<file path="src/psqr_pkg.sv">
package psqr_pkg;

  // register addresses (printed offsets, register port is direct)
  localparam logic [15:0] PSQR_ADDR_SQI      = 16'h0871;
  localparam logic [15:0] PSQR_ADDR_PMA_CTL1 = 16'h1000;
  localparam logic [15:0] PSQR_ADDR_PMA_STS1 = 16'h1001;
  localparam logic [15:0] PSQR_ADDR_PMA_STS2 = 16'h1007;
  localparam logic [15:0] PSQR_ADDR_EXT_AB1  = 16'h100b;
  localparam logic [15:0] PSQR_ADDR_EXT_AB2  = 16'h1012;
  localparam logic [15:0] PSQR_ADDR_PMA_CTL2 = 16'h1834;
  localparam logic [15:0] PSQR_ADDR_IRQ_STS  = 16'h1f00;
  localparam logic [15:0] PSQR_ADDR_IRQ_MASK = 16'h1f01;

  // field positions
  localparam int PSQR_SQI_CUR_LSB   = 1;
  localparam int PSQR_SQI_WORST_LSB = 5;
  localparam int PSQR_CTL1_RESET    = 15;
  localparam int PSQR_CTL1_LOOP     = 0;
  localparam int PSQR_STS1_LINK     = 2;
  localparam int PSQR_CTL2_FIXED    = 15;
  localparam int PSQR_CTL2_ROLE     = 14;

  // reset and constant values
  localparam logic [15:0] PSQR_STS2_VALUE  = 16'h003d;
  localparam logic [15:0] PSQR_EXT_AB1_VAL = 16'h0800;
  localparam logic [15:0] PSQR_EXT_AB2_VAL = 16'h0001;
  localparam logic [15:0] PSQR_CTL2_RESET  = 16'h8000;
  localparam logic [15:0] PSQR_ZERO        = 16'h0000;

  // interrupt status bits
  localparam int PSQR_IRQ_W     = 3;
  localparam int PSQR_IRQ_LINK  = 0;
  localparam int PSQR_IRQ_WORSE = 1;
  localparam int PSQR_IRQ_CHG   = 2;

endpackage

</file>
<file path="src/psqr_regs.sv">
`timescale 1ns/1ps
// Contract
// [RULE_01] sqi register: current grade bits 3-1, worst since last read 7-5
// [RULE_02] control-one bit 15 drives the medium attach reset, resets to zero
// [RULE_03] control-one bit 0 enables medium attach loopback, resets to zero
// [RULE_04] link status bit 2 read-only, mirrors link monitor verdict
// [RULE_05] type status bits 5-0 read 111101b
// [RULE_06] extended ability one bit 11 reads one
// [RULE_07] extended ability two reads 0001h
// [RULE_08] control-two bit 15 reads one, bit 14 role select, strap reset
// [RULE_09] reserved bits read zero, writes to them ignored
module psqr_regs
  import psqr_pkg::*;
(
  // clock and reset
  input  wire logic        clk_sys,
  input  wire logic        reset,
  // register port
  input  wire logic [15:0] reg_addr,
  input  wire logic [15:0] reg_wdata,
  input  wire logic        reg_wr,
  input  wire logic        reg_rd,
  output logic [15:0]      reg_rdata,
  // status inputs from the datapath
  input  wire logic [2:0]  sqi_grade,
  input  wire logic        link_up,
  input  wire logic        role_strap,
  // control outputs
  output logic             medium_attach_reset,
  output logic             medium_attach_loopback,
  output logic             role_master_select,
  // interrupt
  output logic             irq
);

  typedef struct packed {
    logic [15:0]           rdata;
    logic                  pma_rst;
    logic                  pma_loop;
    logic                  role;
    logic                  strap_done;
    logic [2:0]            sqi_cur;
    logic                  link;
    logic [PSQR_IRQ_W-1:0] irq_sts;
    logic [PSQR_IRQ_W-1:0] irq_mask;
  } psqr_state_t;

  psqr_state_t st_reg;
  psqr_state_t st_next;

  logic [2:0] worst_grade;
  logic       worsened;
  logic       sqi_read;

  // a read of the sqi register restarts worst tracking
  assign sqi_read = reg_rd && (reg_addr == PSQR_ADDR_SQI);

  psqr_worst_track u_worst (
    .clk_sys  (clk_sys),
    .reset    (reset),
    .grade    (sqi_grade),
    .restart  (sqi_read),
    .worst    (worst_grade),
    .worsened (worsened)
  );

  // read mux, unmapped addresses read zero
  function automatic logic [15:0] read_word(input logic [15:0] a, input psqr_state_t s,
                                            input logic [2:0] w);
    logic [15:0] v;
    v = PSQR_ZERO;
    unique case (a)
      PSQR_ADDR_SQI: begin
        v[PSQR_SQI_WORST_LSB +: 3] = w;                  // [RULE_01]
        v[PSQR_SQI_CUR_LSB +: 3]   = s.sqi_cur;          // [RULE_01]
      end
      PSQR_ADDR_PMA_CTL1: begin
        v[PSQR_CTL1_RESET] = s.pma_rst;                  // [RULE_02]
        v[PSQR_CTL1_LOOP]  = s.pma_loop;                 // [RULE_03]
      end
      PSQR_ADDR_PMA_STS1: v[PSQR_STS1_LINK] = s.link;    // [RULE_04]
      PSQR_ADDR_PMA_STS2: v = PSQR_STS2_VALUE;           // [RULE_05]
      PSQR_ADDR_EXT_AB1:  v = PSQR_EXT_AB1_VAL;          // [RULE_06]
      PSQR_ADDR_EXT_AB2:  v = PSQR_EXT_AB2_VAL;          // [RULE_07]
      PSQR_ADDR_PMA_CTL2: begin
        v[PSQR_CTL2_FIXED] = 1'b1;                       // [RULE_08]
        v[PSQR_CTL2_ROLE]  = s.role;                     // [RULE_08]
      end
      PSQR_ADDR_IRQ_STS:  v[PSQR_IRQ_W-1:0] = s.irq_sts;
      PSQR_ADDR_IRQ_MASK: v[PSQR_IRQ_W-1:0] = s.irq_mask;
      default:            v = PSQR_ZERO;                 // [RULE_09]
    endcase
    return v;
  endfunction

  // next-state logic
  always_comb begin
    logic [PSQR_IRQ_W-1:0] ev;
    ev = '0;
    st_next = st_reg;
    st_next.sqi_cur = sqi_grade;
    st_next.link    = link_up;                           // [RULE_04]
    // capture the strap once, after reset release
    if (!st_reg.strap_done) begin
      st_next.role       = role_strap;                   // [RULE_08]
      st_next.strap_done = 1'b1;
    end
    // register writes, reserved bits ignored
    if (reg_wr) begin
      unique case (reg_addr)
        PSQR_ADDR_PMA_CTL1: begin
          st_next.pma_rst  = reg_wdata[PSQR_CTL1_RESET]; // [RULE_02]
          st_next.pma_loop = reg_wdata[PSQR_CTL1_LOOP];  // [RULE_03]
        end
        PSQR_ADDR_PMA_CTL2: begin
          st_next.role       = reg_wdata[PSQR_CTL2_ROLE]; // [RULE_08]
          st_next.strap_done = 1'b1;
        end
        PSQR_ADDR_IRQ_STS:
          st_next.irq_sts = st_reg.irq_sts & ~reg_wdata[PSQR_IRQ_W-1:0];
        PSQR_ADDR_IRQ_MASK:
          st_next.irq_mask = reg_wdata[PSQR_IRQ_W-1:0];
        default: ;                                       // [RULE_09]
      endcase
    end
    // events: set wins over write-one-to-clear
    ev[PSQR_IRQ_LINK]  = (link_up != st_reg.link);
    ev[PSQR_IRQ_WORSE] = worsened;
    ev[PSQR_IRQ_CHG]   = (sqi_grade != st_reg.sqi_cur);
    st_next.irq_sts = st_next.irq_sts | ev;
    // read data one cycle after the strobe
    st_next.rdata = reg_rd ? read_word(reg_addr, st_reg, worst_grade) : PSQR_ZERO;
  end

  always_ff @(posedge clk_sys) begin
    if (reset) begin
      st_reg <= '0;
    end else begin
      st_reg <= st_next;
    end
  end

  // outputs
  assign reg_rdata              = st_reg.rdata;
  assign medium_attach_reset    = st_reg.pma_rst;        // [RULE_02]
  assign medium_attach_loopback = st_reg.pma_loop;       // [RULE_03]
  assign role_master_select     = st_reg.role;           // [RULE_08]
  assign irq                    = |(st_reg.irq_sts & st_reg.irq_mask);

endmodule

</file>
<file path="src/psqr_worst_track.sv">
`timescale 1ns/1ps
// worst-grade tracker: lower grade is worse, restarts on read
module psqr_worst_track
  import psqr_pkg::*;
(
  // clock and reset
  input  wire logic       clk_sys,
  input  wire logic       reset,
  // grade input and restart
  input  wire logic [2:0] grade,
  input  wire logic       restart,
  // result
  output logic [2:0]      worst,
  output logic            worsened
);

  typedef struct packed {
    logic [2:0] worst;
    logic       valid;
  } psqr_wt_state_t;

  psqr_wt_state_t st_reg;
  psqr_wt_state_t st_next;

  // track minimum grade since restart
  always_comb begin
    st_next = st_reg;
    if (restart) begin
      st_next.worst = grade;
      st_next.valid = 1'b1;
    end else if (!st_reg.valid || grade < st_reg.worst) begin
      st_next.worst = grade;
      st_next.valid = 1'b1;
    end
  end

  always_ff @(posedge clk_sys) begin
    if (reset) begin
      st_reg <= '0;
    end else begin
      st_reg <= st_next;
    end
  end

  // worst includes the grade present at the read edge
  assign worst    = (st_reg.valid && st_reg.worst < grade) ? st_reg.worst : grade;
  assign worsened = st_reg.valid && !restart && (grade < st_reg.worst);

endmodule

</file>
<file path="config.mk">
export PLATFORM = sky130hd
export DESIGN_NAME = psqr_regs
export DESIGN_NICKNAME = d
export VERILOG_FILES = /design/src/psqr_pkg.sv /design/src/psqr_regs.sv /design/src/psqr_worst_track.sv
export SDC_FILE = /design/constraint.sdc
export NUM_CORES = 1
export LEC_CHECK = 0
export ABC_AREA = 1
export BUFFER_PORTS_ARGS = -buffer_cell sky130_fd_sc_hd__buf_2
export CAP_MARGIN = 10
export CORE_UTILIZATION = 45
export CTS_CLUSTER_DIAMETER = 60
export CTS_CLUSTER_SIZE = 14
export DETAILED_ROUTE_END_ITERATION = 16
export PLACE_DENSITY = 0.77
export SYNTH_ARGS = -nofsm -noshare
export SYNTH_HDL_FRONTEND = slang
export SYNTH_SLANG_ARGS = --single-unit
</file>
<file path="constraint.sdc">
create_clock -name clk_sys -period 1.9 [get_ports clk_sys]
set_clock_uncertainty 0.2 [all_clocks]
set_input_delay 0.38 -clock clk_sys [delete_from_list [all_inputs] [get_ports clk_sys]]
set_output_delay 0.38 -clock clk_sys [all_outputs]
set_load 0.005 [all_outputs]
</file>
After elaboration in Yosys (flattened, before gate mapping)
Cells that the tools add are included.
{ "word_totals": {"regBits": 34, "input_bits": 41, "output_inout_bits": 20, "wordCells": 62} }
{ "classes": {"order_cmp": 2, "n_eq_ne": 11, "n_mux": 17, "bitwise": 6, "reduce_logical": 14} }
{ "op_table": {"columns": ["operator", "count"], "rows": [
  ["$eq A16 B13 Y1 const B", 8],
  ["$eq A16 B12 Y1 const B", 1],
  ["$mux W4", 3],
  ["$mux W3", 3],
  ["$and A3 B3 Y3", 2],
  ["$lt A3 B3 Y1", 2],
  ["$mux W2", 3],
  ["$mux W6", 1],
  ["$pmux W3 S2", 1],
  ["$reduce_or A3 Y1", 2],
  ["$pmux W1 S5", 1],
  ["$logic_and A1 B1 Y1", 4],
  ["$pmux W1 S2", 2],
  ["$pmux W1 S4", 1],
  ["$reduce_and A2 Y1", 2],
  ["$reduce_or A2 Y1", 2],
  ["$ne A3 B3 Y1", 1],
  ["$not A3 Y3", 1],
  ["$or A3 B3 Y3", 1],
  ["$pmux W1 S3", 1],
  ["$logic_not A1 Y1", 2],
  ["$not A1 Y1", 2],
  ["$reduce_bool A2 Y1", 1],
  ["$logic_or A1 B1 Y1", 1],
  ["2 further kinds", 2]
]} }

Depth between registers and ports, before layout
{ "logic_depth": {"word_depth": 6, "ltp_mapped": 10, "depth_no_buf": 10} }

Hierarchy
A second synthesis with hierarchy kept.
{ "hier_totals": {"cells_unflattened": 236, "area_unflattened_um2": 1671.6} }
{ "by_module_without_submodules": {"columns": ["mod", "instances", "cells_each", "area_each_um2", "seq_area_each_um2"], "rows": [
  ["psqr_regs", 1, 195, 1383.8, 500.5],
  ["psqr_worst_track", 1, 41, 287.8, 80.1]
]} }

Worst setup path after synthesis
OpenSTA, ideal clock, no wires.
{ "synth_timing": {"kind": "input port to flip-flop", "startpoint": "input sqi_grade[2]", "endpoint": "register u_worst.st_reg[1] (netlist bit)", "setup_time_ps": 115, "t_arrival_ps": 1291, "required_time_ps": 1585, "setup_slack_ps": 294, "cell_stages": 8, "path_buffers": 0, "cell_sequence": "ha_1 nand3_1 nand3_1 inv_1 nor2_1 nand3_1 nand2_1 nor2_1"} }
{ "synth_via": {"elab_chain_cells": 3} }
{ "synth_rtl": {"columns": ["item", "line_no", "source"], "rows": [
  ["start, declared", "psqr_regs.sv:25", "input wire logic [2:0] sqi_grade,"],
  ["$lt A3 B3 Y1", "psqr_worst_track.sv:31", "end else if (!st_reg.valid || grade < st_reg.worst) begin"],
  ["$logic_or A1 B1 Y1", "psqr_worst_track.sv:31", null],
  ["$reduce_bool A2 Y1 (no line)", null, null],
  ["end signal, assigned", "psqr_worst_track.sv:41", "st_reg <= st_next;"],
  ["end, declared", "psqr_worst_track.sv:22", "psqr_wt_state_t st_reg;"]
]} }
No other way between the ends.
A chain may end at the register's enable or synchronous reset.

Worst setup path in the final report
{ "layout_timing": {"startpoint": "register u_worst.st_reg[3] (netlist bit)", "endpoint": "register u_worst.st_reg[1] (netlist bit)"} }
{ "layout_via": {"elab_chain_cells": 3} }
{ "layout_rtl": {"columns": ["item", "line_no"], "rows": [
  ["$lt A3 B3 Y1", "psqr_worst_track.sv:31"],
  ["$logic_or A1 B1 Y1", "psqr_worst_track.sv:31"],
  ["$reduce_bool A2 Y1 (no line)", null]
]} }
No other way between the ends.

==> impl_metrics.yaml <==
setup_path:
  critPathLaunchType: "flip-flop"
  worstSetupPathType: "reg2reg"
  cp-end-kind: "flip-flop"
  crit_fanout: 6
  crit_arrival_ps: 1660
  required_ps: 1920
  slowest_stage: "dfxtp_1"
  max_stage_delay_ps: 320
  critical_path.cell_chain: "inv_1 > ha_1 > nand3_1 > nand3_1 > inv_1 > nor2_1 > buf_4 > a21oi_1 > nor2_1"
global_route:
  grt.busiest_layer: "met2"
  gr-usage-met1_pct: 24.8
  grt_max_degree: 12
  grt_overflow: 0
  met2_usage_pct: 29.1
  grt_pass1_vias: 1390
  met3_usage_pct: 4.01
  grt_use_total_pct: 18.8
  antenna_found_initial: 0
  grt_pass1_wl_um: 5800
yosys:
  synth-seq-cells: 29
  syn_area_per_cell_sq_um: 7.02
  ys_types: 32
  synth-seq-area-share_pct: 35.4
  synth_area_sq_um: 1640
  synthCells: 234
  ys_warn_count: 0
run:
  drv_cap: 0
route:
  drcViolationCount: 0
  drtPass1Iterations: 5
  via_count: 1542
  ant_nets: 0
  wl_per_cell_um: 10.1
  first_iter_violations: 61
  routed_via_density: 4.80
  finalWirelength_um: 3250
cts:
  clkTransAtPathRegs_ps: 100
  ctsResizeCount: 0
  cts_setup_buffers: 0
  cts_sinks: 29
  insertion_delay_ps: 330
  cts-root-buf: "clkbuf_4"
  cts_tree: "done"
  clock_path_buffers: 2
  numCtsBuffers: 5
  cts_max_level: 2
  cts_hold_buf: 0
pwr:
  clockPowerShare_pct: 34.1
  power.internal_w: 0.000918
  switchingPower_w: 0.000333
  pwr-share-seq_pct: 51.3
  p_leak_nw: 0.974
  pwr_density_cell_nw_per_um2: 659
  switching_share_pct: 26.6
  ir_worst_vdd_uv: 393
  pwr-share-comb_pct: 14.6
cells_and_area:
  finalNetCount: 318
  post-route-util_pct: 55.6
  final_common_cell: "nand2_1"
  final_cell_area_sq_um: 1900
  syn_to_final_growth_pct: 15.6
  diodes: 0
  most-common-layout-cells: "nand2_1, buf_2, dfxtp_1"
  drive_above_1_share_pct: 27.3
run_status:
  status: "finished clean"
floorplanning:
  floorplan.rows: 21
  die_y_um: 62.4
  ios: 61
  coreArea_sq_um: 3420
  start_util_pct: 48.1
  die-area_sq_um: 3890
  die_width_um: 62.4
sta:
  fmax_ghz: 0.610
  tns_ps: 0
  slew_violations: 0
  rsz0062_at_grt: "false"
  setup_viol: 0
  finalCriticalPeriod_ps: 1640
  worst_hold_slack_ps: 64.2
  hold_viol_final: 0
  period_share_pct: 86.3
placement:
  portBuffers: 44
  place.detailed.hpwl_um: 2620
  gp_congestion: 0.856
  place_area_sq_um: 1830
worst_hold_path:
  hold_class: "in2reg"
==> metrics by stage <==
step / total power, W / setup slack (ps) / cells
after global routing: 0.00133 / 135 / 321
after floorplan: 0.000770 / 294 / 238
after detailed placement: 0.000837 / 111 / 313
after CTS: 0.00126 / 270 / 321
after global placement: 0.000834 / 145 / 313
final: 0.00125 / 261 / 321
==> critical path: cells and delay by family (launching register included) <==
family                   cells  cell delay [ps]
AND/OR/NAND/NOR              4              280
buffers and inverters        3              290
adder cells (fa/ha/maj)      1              300
AO/OA/AOI/OAI                1              150
flip-flops                   1              320
==> path summary, 6_finish.rpt <==
check | startpoint | to | slack, ps | cells past startpoint
worst max-delay path | u_worst.st_reg[3] | u_worst.st_reg[1] | 260 | 9
worst max register to register | u_worst.st_reg[3] | u_worst.st_reg[1] | 260 | 9
worst min-delay path | link_up | st_reg[6] | 60 | 3
worst min register to register | st_reg[9] | reg_rdata[3] | 270 | 2
==> area by class of cell <==
| type | instances | area, sq um |
|---|---|---|
| inverters | 30 | 113 |
| flip-flops and latches | 29 | 581 |
| repair buffers | 48 | 250 |
| clock buffers | 7 | 65.1 |
| fillers | 346 | 1520 |
| clock inverters | 1 | 5.00 |
| multi-input cells | 160 | 827 |
| well taps | 46 | 57.6 |
==> power groups by stage <==
stage | combinational (W) | sequential, W | clock (W)
after floorplan | 0.000118 | 0.000652 | 0
after global placement | 0.000179 | 0.000655 | 0
after detailed placement | 0.000182 | 0.000655 | 0
after CTS | 0.000183 | 0.000642 | 0.000435
after global routing | 0.000212 | 0.000644 | 0.000475
final | 0.000183 | 0.000642 | 0.000427
==> synthesized netlist by cell type <==
cell type,count,share of area (%)
inv_2,4,0.91
buf_2,1,0.30
dfxtp_1,29,35
nand3b_1,3,1.4
o21ai_1,9,2.7
or2_1,1,0.38
nand2_1,45,10
o22ai_1,1,0.38
nor2_1,25,5.7
ha_1,3,2.3
o21ai_0,2,0.61
clkbuf_1,1,0.23
xnor2_1,1,0.53
nand3_2,1,0.61
nor3_1,3,0.91
nand2_4,2,1.4
nand4_1,2,0.76
clkinv_1,1,0.23
nor2_8,1,1.2
conb_1,1,0.23
and2_1,1,0.38
a21oi_1,16,4.9
inv_1,25,5.7
nor4_1,1,0.38
a22o_1,1,0.53
nand2_2,1,0.38
xor2_1,1,0.53
mux2i_1,1,0.61
nand3_1,24,7.3
nor2_4,4,2.7
buf_4,17,7.8
nor2_2,6,2.3
==> per-layer routing <==
metal / share of wire, % / vias up
met3: 5.2 / 7
met2: 44 / 47
li1: - / 806
met4: 1.6 / 0
met5: 0 / -
met1: 49 / 682
==> kinds of logic (layout without fill, tap and decap cells) <==
kind of cell | after synthesis | after routing | share of synthesized area (%)
simple gates | 120 | 120 | 36.1
fa+ha+maj | 3 | 3 | 2.29
other cells | 1 | 5 | 0.228
flops | 29 | 29 | 35.4
compound gates | 29 | 29 | 9.15
xor+xnor | 2 | 2 | 1.07
mux | 1 | 1 | 0.610
buf+inv | 49 | 86 | 15.2
No activity file was read; power rests on OpenSTA's default activity.
